File: src/common/qsmc_pkg.sv
// Package: constants and types of the quad serdes mode control block.
// Assumes one 100 MHz bus clock that also stands for the reference clock.
package qsmc_pkg;

  // Register byte offsets
  localparam logic [11:0] QSMC_OFF_CTRL  = 12'h000;
  localparam logic [11:0] QSMC_OFF_MODE  = 12'h004;
  localparam logic [11:0] QSMC_OFF_STAT  = 12'h008;
  localparam logic [11:0] QSMC_OFF_ISTAT = 12'h00c;
  localparam logic [11:0] QSMC_OFF_IMASK = 12'h010;

  // Control field positions and reset values
  localparam int          QSMC_CTRL_PER_LSB = 0;
  localparam logic [7:0]  QSMC_PER_RST      = 8'h10;
  localparam logic [31:0] QSMC_IMASK_RST    = 32'h0000_0000;

  // Word clock ratios to the serial baud
  localparam logic [4:0] QSMC_RATIO_SINGLE = 5'h0a;
  localparam logic [4:0] QSMC_RATIO_DUAL   = 5'h14;

  // Self-test pattern: 256 words, 8 bits wide
  localparam int QSMC_PAT_W = 8;
  localparam int QSMC_WORD_W = 10;

  // Static mode pins
  typedef struct packed {
    logic reserved_in;
    logic buffer_recenter_n;
    logic self_test_enable;
    logic freq_locked_mode;
    logic codec_enable;
    logic full_rate;
    logic ratio_sel;
  } qsmc_mode_s;

  // Boundary-scan controller states
  typedef enum logic [3:0] {
    TAP_RESET = 4'h0, TAP_IDLE  = 4'h1, TAP_SDR  = 4'h2,
    TAP_CDR   = 4'h3, TAP_SHDR  = 4'h4, TAP_E1DR = 4'h5,
    TAP_PDR   = 4'h6, TAP_E2DR  = 4'h7, TAP_UDR  = 4'h8,
    TAP_SIR   = 4'h9, TAP_CIR   = 4'ha, TAP_SHIR = 4'hb,
    TAP_E1IR  = 4'hc, TAP_PIR   = 4'hd, TAP_E2IR = 4'he,
    TAP_UIR   = 4'hf
  } qsmc_tap_e;

  localparam logic [1:0] QSMC_IR_CAPTURE = 2'h1;

  // Next pattern byte
  function automatic logic [7:0] qsmc_inc(input logic [7:0] v);
    return v + 8'h01;
  endfunction : qsmc_inc

endpackage : qsmc_pkg

File: src/verilog/qsmc_pattern_check.sv
// One receive channel's checker for the incrementing self-test pattern.
// Assumes rx data and valid are synchronous to hclk.
`timescale 1ns/1ps
module qsmc_pattern_check (
  input  wire logic       clk,
  input  wire logic       rst_n,
  input  wire logic       enable,
  input  wire logic       valid,
  input  wire logic [7:0] rx_byte,
  output logic            err_n,
  output logic            err_event
);
  import qsmc_pkg::*;

  typedef struct packed {
    logic       have;
    logic [7:0] prev;
    logic       err_n;
    logic       ev;
  } qsmc_chk_s;

  qsmc_chk_s q, d;

  always_comb begin
    d    = q;
    d.ev = 1'b0;
    if (!enable) begin
      d.have  = 1'b0;
      d.err_n = 1'b1;
    end else if (valid) begin
      d.prev = rx_byte;
      d.have = 1'b1;
      if (q.have) begin
        d.err_n = (rx_byte != qsmc_inc(q.prev));
        d.ev    = (rx_byte != qsmc_inc(q.prev));
      end
    end
  end

  always_ff @(posedge clk or negedge rst_n) begin
    if (!rst_n) begin
      q <= '{have: 1'b0, prev: 8'h00, err_n: 1'b1, ev: 1'b0};
    end else begin
      q <= d;
    end
  end

  assign err_n     = q.err_n;
  assign err_event = q.ev;

endmodule : qsmc_pattern_check

File: src/verilog/qsmc_word_sync.sv
// Word-sync generator and IDLE rate-matching steering.
// Assumes word_sync_in is synchronous to hclk.
`timescale 1ns/1ps
module qsmc_word_sync (
  input  wire logic       clk,
  input  wire logic       rst_n,
  input  wire logic       recenter,
  input  wire logic [7:0] period,
  input  wire logic       freq_locked,
  input  wire logic       ws_in,
  output logic            ws_out,
  output logic            idle_insert,
  output logic            idle_delete
);
  import qsmc_pkg::*;

  typedef struct packed {
    logic [7:0] cnt;
    logic       ws_in_q;
    logic       ws;
    logic       ins;
    logic       del;
  } qsmc_ws_s;

  qsmc_ws_s q, d;
  logic     ws_rise;

  always_comb begin
    d       = q;
    ws_rise = ws_in & ~q.ws_in_q;
    d.ws_in_q = ws_in;
    d.ins   = 1'b0;
    d.del   = 1'b0;
    d.ws    = 1'b0;
    if (recenter) begin
      d.cnt = 8'h00;
    end else if (ws_rise) begin
      d.cnt = 8'h00;
      if (!freq_locked) begin
        d.del = (q.cnt < {1'b0, period[7:1]});
        d.ins = (q.cnt >= {1'b0, period[7:1]});
      end
    end else if (q.cnt >= period) begin
      d.cnt = 8'h00;
    end else begin
      d.cnt = q.cnt + 8'h01;
    end
    if (!recenter && q.cnt == 8'h00) begin
      d.ws = 1'b1;
    end
  end

  always_ff @(posedge clk or negedge rst_n) begin
    if (!rst_n) begin
      q <= '0;
    end else begin
      q <= d;
    end
  end

  assign ws_out      = q.ws;
  assign idle_insert = q.ins;
  assign idle_delete = q.del;

endmodule : qsmc_word_sync

File: src/verilog/qsmc_top.sv
// Top of the quad serdes mode control block with an AHB-Lite slave.
// Assumes hclk is the reference clock and all pins are synchronous to it.
//
// Our own choices: the placing of the registers and register access over AHB-Lite.
`timescale 1ns/1ps

module qsmc_top #(
  parameter int NCH = 4
) (
  input  wire logic                   hclk,
  input  wire logic                   hresetn,
  input  wire logic                   hsel,
  input  wire logic [31:0]            haddr,
  input  wire logic [1:0]             htrans,
  input  wire logic                   hwrite,
  input  wire logic [2:0]             hsize,
  input  wire logic [31:0]            hwdata,
  input  wire logic                   hready,
  output logic                        hreadyout,
  output logic                        hresp,
  output logic [31:0]                 hrdata,
  output logic                        irq,
  input  wire qsmc_pkg::qsmc_mode_s   mode_pins,
  input  wire logic [NCH*10-1:0]      tx_data,
  input  wire logic [NCH-1:0]         tx_ctrl,
  output logic [NCH*10-1:0]           tx_word,
  output logic [NCH-1:0]              tx_is_ctrl,
  input  wire logic [NCH*10-1:0]      rx_data,
  input  wire logic [NCH-1:0]         rx_valid,
  output logic [NCH-1:0]              pattern_error_flag_n,
  input  wire logic                   word_sync_in,
  output logic                        word_sync_out,
  output logic                        idle_insert,
  output logic                        idle_delete,
  output logic                        recenter,
  output logic [4:0]                  word_clk_ratio,
  output logic                        half_rate,
  output logic                        coding_bypass,
  input  wire logic                   tck,
  input  wire logic                   tms,
  input  wire logic                   tdi,
  input  wire logic                   trst_n,
  output logic                        tdo
);
  import qsmc_pkg::*;

  localparam int INT_W = NCH + 2;

  if (NCH < 1 || NCH > 8) begin : g_bad_nch
    $error("NCH must lie between 1 and 8");
  end

  typedef struct packed {
    logic [NCH-1:0][9:0] tx_word;
    logic [NCH-1:0]      tx_k;
    logic [7:0]          pat;
    logic                ph;
    logic                ap_act;
    logic                ap_wr;
    logic [11:0]         ap_off;
    logic [31:0]         rdata;
    logic [7:0]          period;
    logic [INT_W-1:0]    ist;
    logic [INT_W-1:0]    imask;
    logic                recenter;
    logic [4:0]          ratio;
    logic                half;
    logic                bypass;
    logic                tck_q;
    qsmc_tap_e           tap;
    logic [1:0]          ir;
    logic                byp;
    logic                tdo;
    logic                ws_in_q;
  } qsmc_st_s;

  qsmc_st_s          q, d;
  logic [NCH-1:0]    chk_err_n;
  logic [NCH-1:0]    chk_ev;
  logic              ws_out_w;
  logic              ins_w;
  logic              del_w;
  logic [INT_W-1:0]  ev;
  logic [INT_W-1:0]  clr;
  logic              ap_take;
  logic              tck_rise;
  logic              pat_step;
  logic [9:0]        w;
  logic [31:0]       rd;

  // Receive pattern checkers
  for (genvar c = 0; c < NCH; c++) begin : g_chk
    qsmc_pattern_check u_chk (
      .clk       (hclk),
      .rst_n     (hresetn),
      .enable    (mode_pins.self_test_enable),
      .valid     (rx_valid[c]),
      .rx_byte   (rx_data[c*10 +: 8]),
      .err_n     (chk_err_n[c]),
      .err_event (chk_ev[c])
    );
  end

  // Word alignment and rate matching
  qsmc_word_sync u_ws (
    .clk         (hclk),
    .rst_n       (hresetn),
    .recenter    (q.recenter),
    .period      (q.period),
    .freq_locked (mode_pins.freq_locked_mode),
    .ws_in       (word_sync_in),
    .ws_out      (ws_out_w),
    .idle_insert (ins_w),
    .idle_delete (del_w)
  );

  // Next state of the boundary-scan controller
  function automatic qsmc_tap_e tap_next(input qsmc_tap_e s,
                                         input logic m);
    case (s)
      TAP_RESET: tap_next = m ? TAP_RESET : TAP_IDLE;
      TAP_IDLE:  tap_next = m ? TAP_SDR   : TAP_IDLE;
      TAP_SDR:   tap_next = m ? TAP_SIR   : TAP_CDR;
      TAP_CDR:   tap_next = m ? TAP_E1DR  : TAP_SHDR;
      TAP_SHDR:  tap_next = m ? TAP_E1DR  : TAP_SHDR;
      TAP_E1DR:  tap_next = m ? TAP_UDR   : TAP_PDR;
      TAP_PDR:   tap_next = m ? TAP_E2DR  : TAP_PDR;
      TAP_E2DR:  tap_next = m ? TAP_UDR   : TAP_SHDR;
      TAP_UDR:   tap_next = m ? TAP_SDR   : TAP_IDLE;
      TAP_SIR:   tap_next = m ? TAP_RESET : TAP_CIR;
      TAP_CIR:   tap_next = m ? TAP_E1IR  : TAP_SHIR;
      TAP_SHIR:  tap_next = m ? TAP_E1IR  : TAP_SHIR;
      TAP_E1IR:  tap_next = m ? TAP_UIR   : TAP_PIR;
      TAP_PIR:   tap_next = m ? TAP_E2IR  : TAP_PIR;
      TAP_E2IR:  tap_next = m ? TAP_UIR   : TAP_SHIR;
      TAP_UIR:   tap_next = m ? TAP_SDR   : TAP_IDLE;
      default:   tap_next = TAP_RESET;
    endcase
  endfunction : tap_next

  always_comb begin
    d        = q;
    w        = 10'h000;
    rd       = 32'h0000_0000;
    clr      = '0;

    // Static mode decode
    d.ratio  = mode_pins.ratio_sel ? QSMC_RATIO_DUAL
                                   : QSMC_RATIO_SINGLE;
    d.half   = ~mode_pins.full_rate;
    d.bypass = ~mode_pins.codec_enable;
    d.recenter = ~mode_pins.buffer_recenter_n;

    // Self-test counter, one step per word at the selected rate
    d.ph     = mode_pins.full_rate ? 1'b0 : ~q.ph;
    pat_step = mode_pins.full_rate | q.ph;
    if (!mode_pins.self_test_enable) begin
      d.pat = 8'h00;
    end else if (pat_step) begin
      d.pat = qsmc_inc(q.pat);
    end

    // Transmit input register
    for (int c = 0; c < NCH; c++) begin
      w = tx_data[c*10 +: 10];
      if (mode_pins.self_test_enable) begin
        d.tx_word[c] = {2'b00, q.pat};
        d.tx_k[c]    = 1'b0;
      end else if (mode_pins.codec_enable) begin
        d.tx_word[c] = {2'b00, w[7:0]};
        d.tx_k[c]    = tx_ctrl[c];
      end else begin
        d.tx_word[c] = w;
        d.tx_k[c]    = 1'b0;
      end
    end

    // Events for the interrupt status
    d.ws_in_q = word_sync_in;
    ev = {q.recenter & mode_pins.buffer_recenter_n,
          word_sync_in & ~q.ws_in_q,
          chk_ev};

    // Bus data phase: write
    if (q.ap_act && q.ap_wr) begin
      if (q.ap_off == QSMC_OFF_CTRL) begin
        d.period = hwdata[QSMC_CTRL_PER_LSB +: 8];
      end else if (q.ap_off == QSMC_OFF_IMASK) begin
        d.imask = hwdata[INT_W-1:0];
      end
    end

    // Bus address phase
    ap_take  = hsel & htrans[1] & hready;
    d.ap_act = ap_take;
    d.ap_wr  = hwrite;
    d.ap_off = haddr[11:0];
    if (ap_take && !hwrite) begin
      if (haddr[11:0] == QSMC_OFF_CTRL) begin
        rd[QSMC_CTRL_PER_LSB +: 8] = d.period;
      end else if (haddr[11:0] == QSMC_OFF_MODE) begin
        rd[6:0] = mode_pins;
      end else if (haddr[11:0] == QSMC_OFF_STAT) begin
        rd[NCH-1:0] = ~chk_err_n;
        rd[8]       = ws_out_w;
        rd[9]       = q.recenter;
      end else if (haddr[11:0] == QSMC_OFF_ISTAT) begin
        rd[INT_W-1:0] = q.ist;
        clr           = '1;
      end else if (haddr[11:0] == QSMC_OFF_IMASK) begin
        rd[INT_W-1:0] = d.imask;
      end
      d.rdata = rd;
    end

    // Sticky status: a new event beats a read clear
    d.ist = (q.ist & ~clr) | ev;

    // Boundary-scan port, clocked on sampled test clock edges
    d.tck_q  = tck;
    tck_rise = tck & ~q.tck_q;
    if (!trst_n) begin
      d.tap = TAP_RESET;
      d.ir  = QSMC_IR_CAPTURE;
    end else if (tck_rise) begin
      d.tap = tap_next(q.tap, tms);
      case (q.tap)
        TAP_CDR: begin
          d.byp = 1'b0;
        end
        TAP_SHDR: begin
          d.tdo = q.byp;
          d.byp = tdi;
        end
        TAP_CIR: begin
          d.ir = QSMC_IR_CAPTURE;
        end
        TAP_SHIR: begin
          d.tdo = q.ir[0];
          d.ir  = {tdi, q.ir[1]};
        end
        default: begin
          d.tdo = q.tdo;
        end
      endcase
    end
  end

  always_ff @(posedge hclk or negedge hresetn) begin
    if (!hresetn) begin
      q          <= '0;
      q.period   <= QSMC_PER_RST;
      q.imask    <= QSMC_IMASK_RST[INT_W-1:0];
      q.ratio    <= QSMC_RATIO_SINGLE;
      q.tap      <= TAP_RESET;
      q.ir       <= QSMC_IR_CAPTURE;
    end else begin
      q <= d;
    end
  end

  // Outputs
  assign hreadyout            = 1'b1;
  assign hresp                = 1'b0;
  assign hrdata               = q.rdata;
  assign irq                  = |(q.ist & q.imask);
  assign tx_word              = q.tx_word;
  assign tx_is_ctrl           = q.tx_k;
  assign pattern_error_flag_n = chk_err_n;
  assign word_sync_out        = ws_out_w;
  assign idle_insert          = ins_w;
  assign idle_delete          = del_w;
  assign recenter             = q.recenter;
  assign word_clk_ratio       = q.ratio;
  assign half_rate            = q.half;
  assign coding_bypass        = q.bypass;
  assign tdo                  = q.tdo;

endmodule : qsmc_top

File: config.mk
export PLATFORM = sky130hd
export DESIGN_NAME = qsmc_top
export DESIGN_NICKNAME = d
export VERILOG_FILES = /design/src/common/qsmc_pkg.sv /design/src/verilog/qsmc_pattern_check.sv /design/src/verilog/qsmc_word_sync.sv /design/src/verilog/qsmc_top.sv
export SDC_FILE = /design/constraint.sdc
export NUM_CORES = 1
export LEC_CHECK = 0
export CAP_MARGIN = 20
export CORE_AREA = 2 2 118 120
export DETAILED_ROUTE_END_ITERATION = 8
export DIE_AREA = 0 0 120 122
export DONT_BUFFER_PORTS = 1
export GPL_ROUTABILITY_DRIVEN = 0
export GPL_TIMING_DRIVEN = 0
export PLACE_DENSITY = 0.9
export SLEW_MARGIN = 25
export SYNTH_ARGS = -nofsm -noshare
export SYNTH_HDL_FRONTEND = slang
export SYNTH_SLANG_ARGS = --single-unit
File: constraint.sdc
create_clock -name hclk -period 3.2 [get_ports hclk]
set_clock_uncertainty 0.05 [all_clocks]
set_input_delay 0.16 -clock hclk [delete_from_list [all_inputs] [get_ports hclk]]
set_output_delay 0.16 -clock hclk [all_outputs]
set_load 0.05 [all_outputs]
==> results of run 1 <==
per-stage QoR:
stage	instances	cell area [um^2]	setup WS [ns]	power, mW	hold WS, ns
after floorplan	846	8630	1.22	3.11	-0.186
after global placement	1026	8850	0.883	3.19	-0.181
after detailed placement	1026	8850	0.868	3.22	-0.181
after CTS	1171	10600	0.853	5.50	-0.635
after global routing	1171	10600	0.558	5.71	-0.645
final	1171	10600	0.631	5.55	-0.618
flip-flops by register name (all words and copies together), names as in the netlist, 2 cells and up:
| name | cells |
|---|---|
| q | 51 |
| tx_word | 40 |
| g_chk.u_chk.q | 36 |
| hrdata | 10 |
| u_ws.q | 9 |
| g_chk.u_chk.err_event | 4 |
| g_chk.u_chk.err_n | 4 |
| tx_is_ctrl | 4 |
| word_clk_ratio | 2 |
layout make-up:
cell class / count / area share [%]
inverters: 64 / 2.27
flip-flops and latches: 167 / 39.5
clock buffers: 21 / 4.34
multi-input cells: 506 / 32.6
well taps: 180 / 2.12
clock inverters: 11 / 1.52
plain buffers: 109 / 6.96
repair buffers: 113 / 10.7
logic make-up (layout without fill, tap and decap cells):
kind of cell | after synthesis | after routing
buffers and inverters | 173 | 318
AO/OA/AOI/OAI | 160 | 160
AND/OR/NAND/NOR | 204 | 204
adder cells (fa/ha/maj) | 22 | 22
XOR/XNOR | 50 | 50
multiplexers | 45 | 45
other | 2 | 25
flip-flops | 167 | 167
synthesized netlist by cell type, drive strengths merged (3+ instances only):
cell	n	area share [%]
nand3	20	1.2
and4b	4	0.47
dfrtp	160	47
inv	64	2.8
a22oi	4	0.35
and2	13	0.95
a221oi	8	0.82
buf	88	7.7
a211oi	5	0.44
a31oi	3	0.22
a2111oi	3	0.31
mux2	44	5.8
xor2	19	1.9
xnor2	31	3.2
nand2	44	1.9
nor3b	10	1.1
and3	11	0.81
nand2b	10	0.73
o21a	3	0.26
a21o	12	1.1
dfstp	7	2.2
a21oi	28	1.6
nand4	11	0.81
nor3	6	0.48
nor2b	10	0.73
or2	3	0.22
and4	3	0.31
o22ai	9	0.66
nor2	43	1.9
o21ai	59	3.5
or3	3	0.22
nor4	7	0.69
or4	4	0.48
ha	22	3.2
a41oi	8	0.82
clkbuf	21	0.94
per-layer routing:
metal,GRT usage (%),share of wire (%)
met1,37.4,34
met5,0,0
met2,59.1,52
met3,9.97,8.9
met4,16.6,4.7
where the power goes:
part	internal (mW)	switching, mW
combinational	0.409	0.563
clock	1.29	0.897
sequential	2.25	0.136
total	3.95	1.60
worst max-delay path: cells and delay by family (launching register included):
kind | cells | cell delay [ns]
adders and majority gates | 1 | 0.35
AOI/OAI and AO/OA | 2 | 1.06
DFF | 1 | 0.43
and+or+nand+nor | 2 | 0.29
xor gates and xnor gates | 1 | 0.21
worst min path at each step:
stage	startpoint	end	slack, ns	cells after the start
final	hresetn	g_chk[3].u_chk.q[9]$_DFFE_PN0P_	-0.62	0
after global routing	hresetn	g_chk[3].u_chk.q[6]$_DFFE_PN0P_	-0.65	0
after detailed placement	hresetn	g_chk[3].u_chk.q[9]$_DFFE_PN0P_	-0.18	0
after floorplan	hresetn	coding_bypass$_DFF_PN0_	-0.19	0
after global placement	hresetn	g_chk[3].u_chk.q[9]$_DFFE_PN0P_	-0.18	0
after CTS	hresetn	g_chk[3].u_chk.q[6]$_DFFE_PN0P_	-0.63	0
==> reports/summary.txt, run 1 <==
outcome -> finished, violations left
failing checks -> hold timing
largest family of logic cells by synthesized area -> simple AND/OR/NAND/NOR gates
R2R cell count -> 6
Hold-fix buffers, CTS -> 113
slowest stage cell, crit path -> a2111oi_0
Starting Density -> 63.2%
critical path type -> reg -> reg
yosys warns -> 0
clk buf depth -> 2
total iterations of the first detailed-routing run -> 7
PwrDens -> 523 nW/um^2
H-tree depth -> 4
share of layout cells above drive strength 1 -> 18.5%
initial drt markers -> 764
TritonCTS clock tree -> built
WP data required -> 3.40 ns
reg2reg start -> g_chk[0].u_chk.q[2]$_DFFE_PN0P_
Worst VDD drop -> 0.406 mV
Fin Setup TNS -> 0 ns
Worst-Margin Slew -> 0.933 ns
library cells used by synthesis -> 60
ys async rst share -> 100%
Final min period -> 2.57 ns
commonest non-fill, non-tap cell in the layout -> dfrtp_1
Synth Area in Simple Gates -> 13.3%
DRC violations left -> 0
Fin. Hold Viols -> 167
reg2reg end -> g_chk[0].u_chk.err_event$_DFF_PN0_
Die Y -> 122 um
CORE AREA -> 13500 um^2
Synth Register Bits -> 167
area of the multi-input gates -> 3460 um^2
fmax -> 389 MHz
crit path launch -> g_chk[0].u_chk.q[2]$_DFFE_PN0P_
final core occ -> 78.5%
CP Capture Type -> register
register area share after synthesis -> 49.0%
crit path launch type -> register
Reg clk slew, reported paths -> 0.06 ns
Detailed Place HPWL -> 13.4 mm
vias in the first global route -> 7102
register area -> 4190 um^2
GR Overflow Total -> 0
Leak -> 4.95 nW
diode count -> 0
Die ar. -> 14600 um^2
RSZ-0062 raised after global routing -> no
I/O Pins -> 269
crit-path max FO -> 5
ys flop type -> dfrtp_1
die extent in x -> 120 um
Sink Count -> 167
Vias per Instance -> 6.05
cts repair resizes -> 0
Synth Area in Compound Gates -> 11.9%
# setup viols final -> 0
critical-path cell list -> ha_1, xnor2_1, nand3_1, a211o_1, a2111oi_0, nor3b_1
critical path data arrival time -> 2.77 ns
xor/xnor share of the synthesized area -> 5.13%
Post-synth EDFFs -> 0
Syn-to-layout area delta -> 24.2%
cts bufs inserted -> 17
IO buf count -> 0
CTS root buffer -> clkbuf_16
CP peak stage delay -> 0.80 ns
Max-Cap Viols -> 0
Synth Instances -> 823
via count -> 7083
most frequent cells in the layout -> dfrtp_1 (160), dlygate4sd3_1 (113), buf_4 (87), inv_1 (64), o21ai_0 (58)
Reg2Reg Setup Slack -> 0.63 ns
period utilization -> 80.3%
routed len/inst -> 20.9 um
# rows -> 43
Worst Hold Margin -> -0.618 ns
Antenna Nets Post-Route -> 0
# nets final -> 1174
largest net degree at the start of global routing -> 168
initial antenna violation count -> 0
number of fill cells -> 722
adder-cell share of the synthesized area -> 3.22%
Max-slew headroom -> 36.2%
multiplexer area fraction after synthesis -> 5.92%
Synth Area per Inst -> 10.4 um^2
pins over their slew limit -> 0
critical path endpoint -> g_chk[0].u_chk.err_event$_DFF_PN0_
first-pass GRT wire length -> 37.5 mm
Overall Global Routing Usage -> 33.7%
Mapped Area -> 8540 um^2
Tightest Hold Check Type -> in -> async
Clock Latency Late Sink -> 0.43 ns
Setup Buffers After CTS -> 0
final wirelength -> 24.4 mm
Note: power is estimated with default switching activity, not from simulation.
==> run 2, diff against run 1 <==
- CORE_AREA: 2 2 118 120 -> 2 2 119 121
- DIE_AREA: 0 0 120 122 -> 0 0 121 123
- PLACE_DENSITY: 0.9 -> 0.89
- clock period: 3.2 -> 2.7 ns (I/O delays scaled with it)
==> reports/summary.txt, run 2 (same netlist as run 1, synthesis figures left out) <==
pins over their slew limit -> 0 (unchanged)
Overall Global Routing Usage -> 31.7% (-2.0 points)
Die ar. -> 14900 um^2 (+1.7%)
RSZ-0062 raised after global routing -> no
TritonCTS clock tree -> built
Sink Count -> 167 (unchanged)
GR Overflow Total -> 0 (unchanged)
crit path setup slack, layout -> 0.299 ns (-0.332 ns)
cts repair resizes -> 0 (unchanged)
final wirelength -> 23.3 mm (-4.6%)
die extent in x -> 121 um (+0.83%)
# rows -> 43 (unchanged)
worst slack, placed -> 0.379 ns (-0.489 ns)
PwrDens -> 609 nW/um^2 (+16%)
Setup Buffers After CTS -> 0 (unchanged)
Starting Density -> 62.7% (-0.50 points)
Biggest register -> q
Worst Hold Margin -> -0.648 ns (-0.0291 ns)
first-pass GRT wire length -> 36.0 mm (-4.0%)
failing checks -> hold timing
Tightest Hold Check Type -> in -> async
total iterations of the first detailed-routing run -> 5 (-2)
crit-path max FO -> 8 (+3)
Post-Layout Cell Count -> 1172 (+0.085%)
Die Y -> 123 um (+0.82%)
post-route cell area -> 10600 um^2 (-0.27%)
placed instance area -> 8850 um^2 (unchanged)
Worst VDD drop -> 0.369 mV (-9.1%)
Vias per Instance -> 5.86 (-3.2%)
Buf+Inv Stages, Crit Path -> 1 (+1)
max reg flops -> 51 (unchanged)
initial antenna violation count -> 1 (+1)
Worst path top cell family by delay -> simple AND/OR/NAND/NOR gates
crit path launch type -> register
fmax -> 416 MHz (+7.0%)
Placed Instances -> 1026 (unchanged)
clk buf depth -> 2 (unchanged)
share of layout cells above drive strength 1 -> 18.6% (+0.10 points)
WP data required -> 2.95 ns (-0.45 ns)
DRC violations left -> 0 (unchanged)
Max-slew headroom -> 53.1% (+17 points)
critical path type -> reg -> reg
IO buf count -> 0 (unchanged)
Syn-to-layout area delta -> 23.8%
final core occ -> 77.7% (-0.83 points)
Hold-fix buffers, CTS -> 113 (unchanged)
# nets final -> 1174 (unchanged)
critical path data arrival time -> 2.65 ns (-0.12 ns)
period utilization -> 88.9% (+8.7 points)
Final min period -> 2.40 ns (-0.168 ns)
Overall Power -> 6.44 mW (+16%)
outcome -> finished, violations left
Fin. Hold Viols -> 167 (unchanged)
cts bufs inserted -> 17 (unchanged)
Clock Latency Late Sink -> 0.43 ns (about the same)
H-tree depth -> 4 (unchanged)
CORE AREA -> 13600 um^2 (+0.80%)
Max-Cap Viols -> 0 (unchanged)
CP peak stage delay -> 0.39 ns (-0.41 ns)
via count -> 6863 (-3.1%)
critical-path cell list -> nor4_1, and3_1, and4b_1, buf_2, mux2_2, a221oi_1, o22ai_1
CTS root buffer -> clkbuf_16
routed len/inst -> 19.9 um (-4.7%)
Fin Setup TNS -> 0 ns (unchanged)
Leak -> 4.93 nW (-0.33%)
# setup viols final -> 0 (unchanged)
CP Capture Type -> register
Antenna Nets Post-Route -> 0 (unchanged)
Detailed Place HPWL -> 13.4 mm (-0.12%)
initial drt markers -> 632 (-17%)
vias in the first global route -> 7061 (-0.58%)
Worst-Margin Slew -> 0.686 ns (-0.247 ns)
Reg clk slew, reported paths -> 0.07 ns (about the same)
I/O Pins -> 269 (unchanged)
commonest non-fill, non-tap cell in the layout -> dfrtp_1
slowest stage cell, crit path -> a221oi_1
largest net degree at the start of global routing -> 168 (unchanged)
most frequent cells in the layout -> dfrtp_1 (160), dlygate4sd3_1 (113), buf_4 (87), inv_1 (64), o21ai_0 (58)
## run 2: final timing paths
kind	slack (ns)	end	from	cells after the start
max in group asynchronous	2.86	g_chk[1].u_chk.err_n$_DFFE_PN1P_	hresetn	0
worst min register to register	0.38	q[26]$_DFF_PN0_	g_chk[2].u_chk.err_event$_DFF_PN0_	1
min in group hclk	0.03	hrdata[3]$_DFFE_PN0P_	haddr[9]	3
worst min-delay path	-0.65	g_chk[1].u_chk.q[3]$_DFFE_PN0P_	hresetn	0
worst max register to register	0.30	hrdata[3]$_DFFE_PN0P_	q[79]$_DFF_PN0_	7
worst max-delay path	0.30	hrdata[3]$_DFFE_PN0P_	q[79]$_DFF_PN0_	7
## run 2: per-layer routing
layer	wire, um	GRT usage, %
met1	8300	34.7
met2	12400	56.5
met3	1730	8.90
met4	908	15.6
met5	0	0
## run 2: final cells by class
type | count | area [um^2]
diodes | 1 | 2.50
inverters | 64 | 240
repair buffers | 113 | 1130
well taps | 180 | 225
flip-flops and latches | 167 | 4190
clock buffers | 18 | 429
clock inverters | 14 | 161
multi-input cells | 506 | 3460
plain buffers | 109 | 738
fillers | 785 | 3040
## run 2: where the power goes
| group | internal (mW) | total, mW | switching (mW) |
|---|---|---|---|
| combinational | 0.484 | 1.14 | 0.656 |
| sequential | 2.67 | 2.83 | 0.160 |
| clock | 1.39 | 2.47 | 1.08 |
| total | 4.54 | 6.44 | 1.89 |
## run 2: worst register-to-register path, stage by stage, from the launching register on
cell and delay [ns]:
dfrtp_1 0.38, nor4_1 0.30, and3_1 0.24, and4b_1 0.19, buf_2 0.23, mux2_2 0.38, a221oi_1 0.39, o22ai_1 0.13
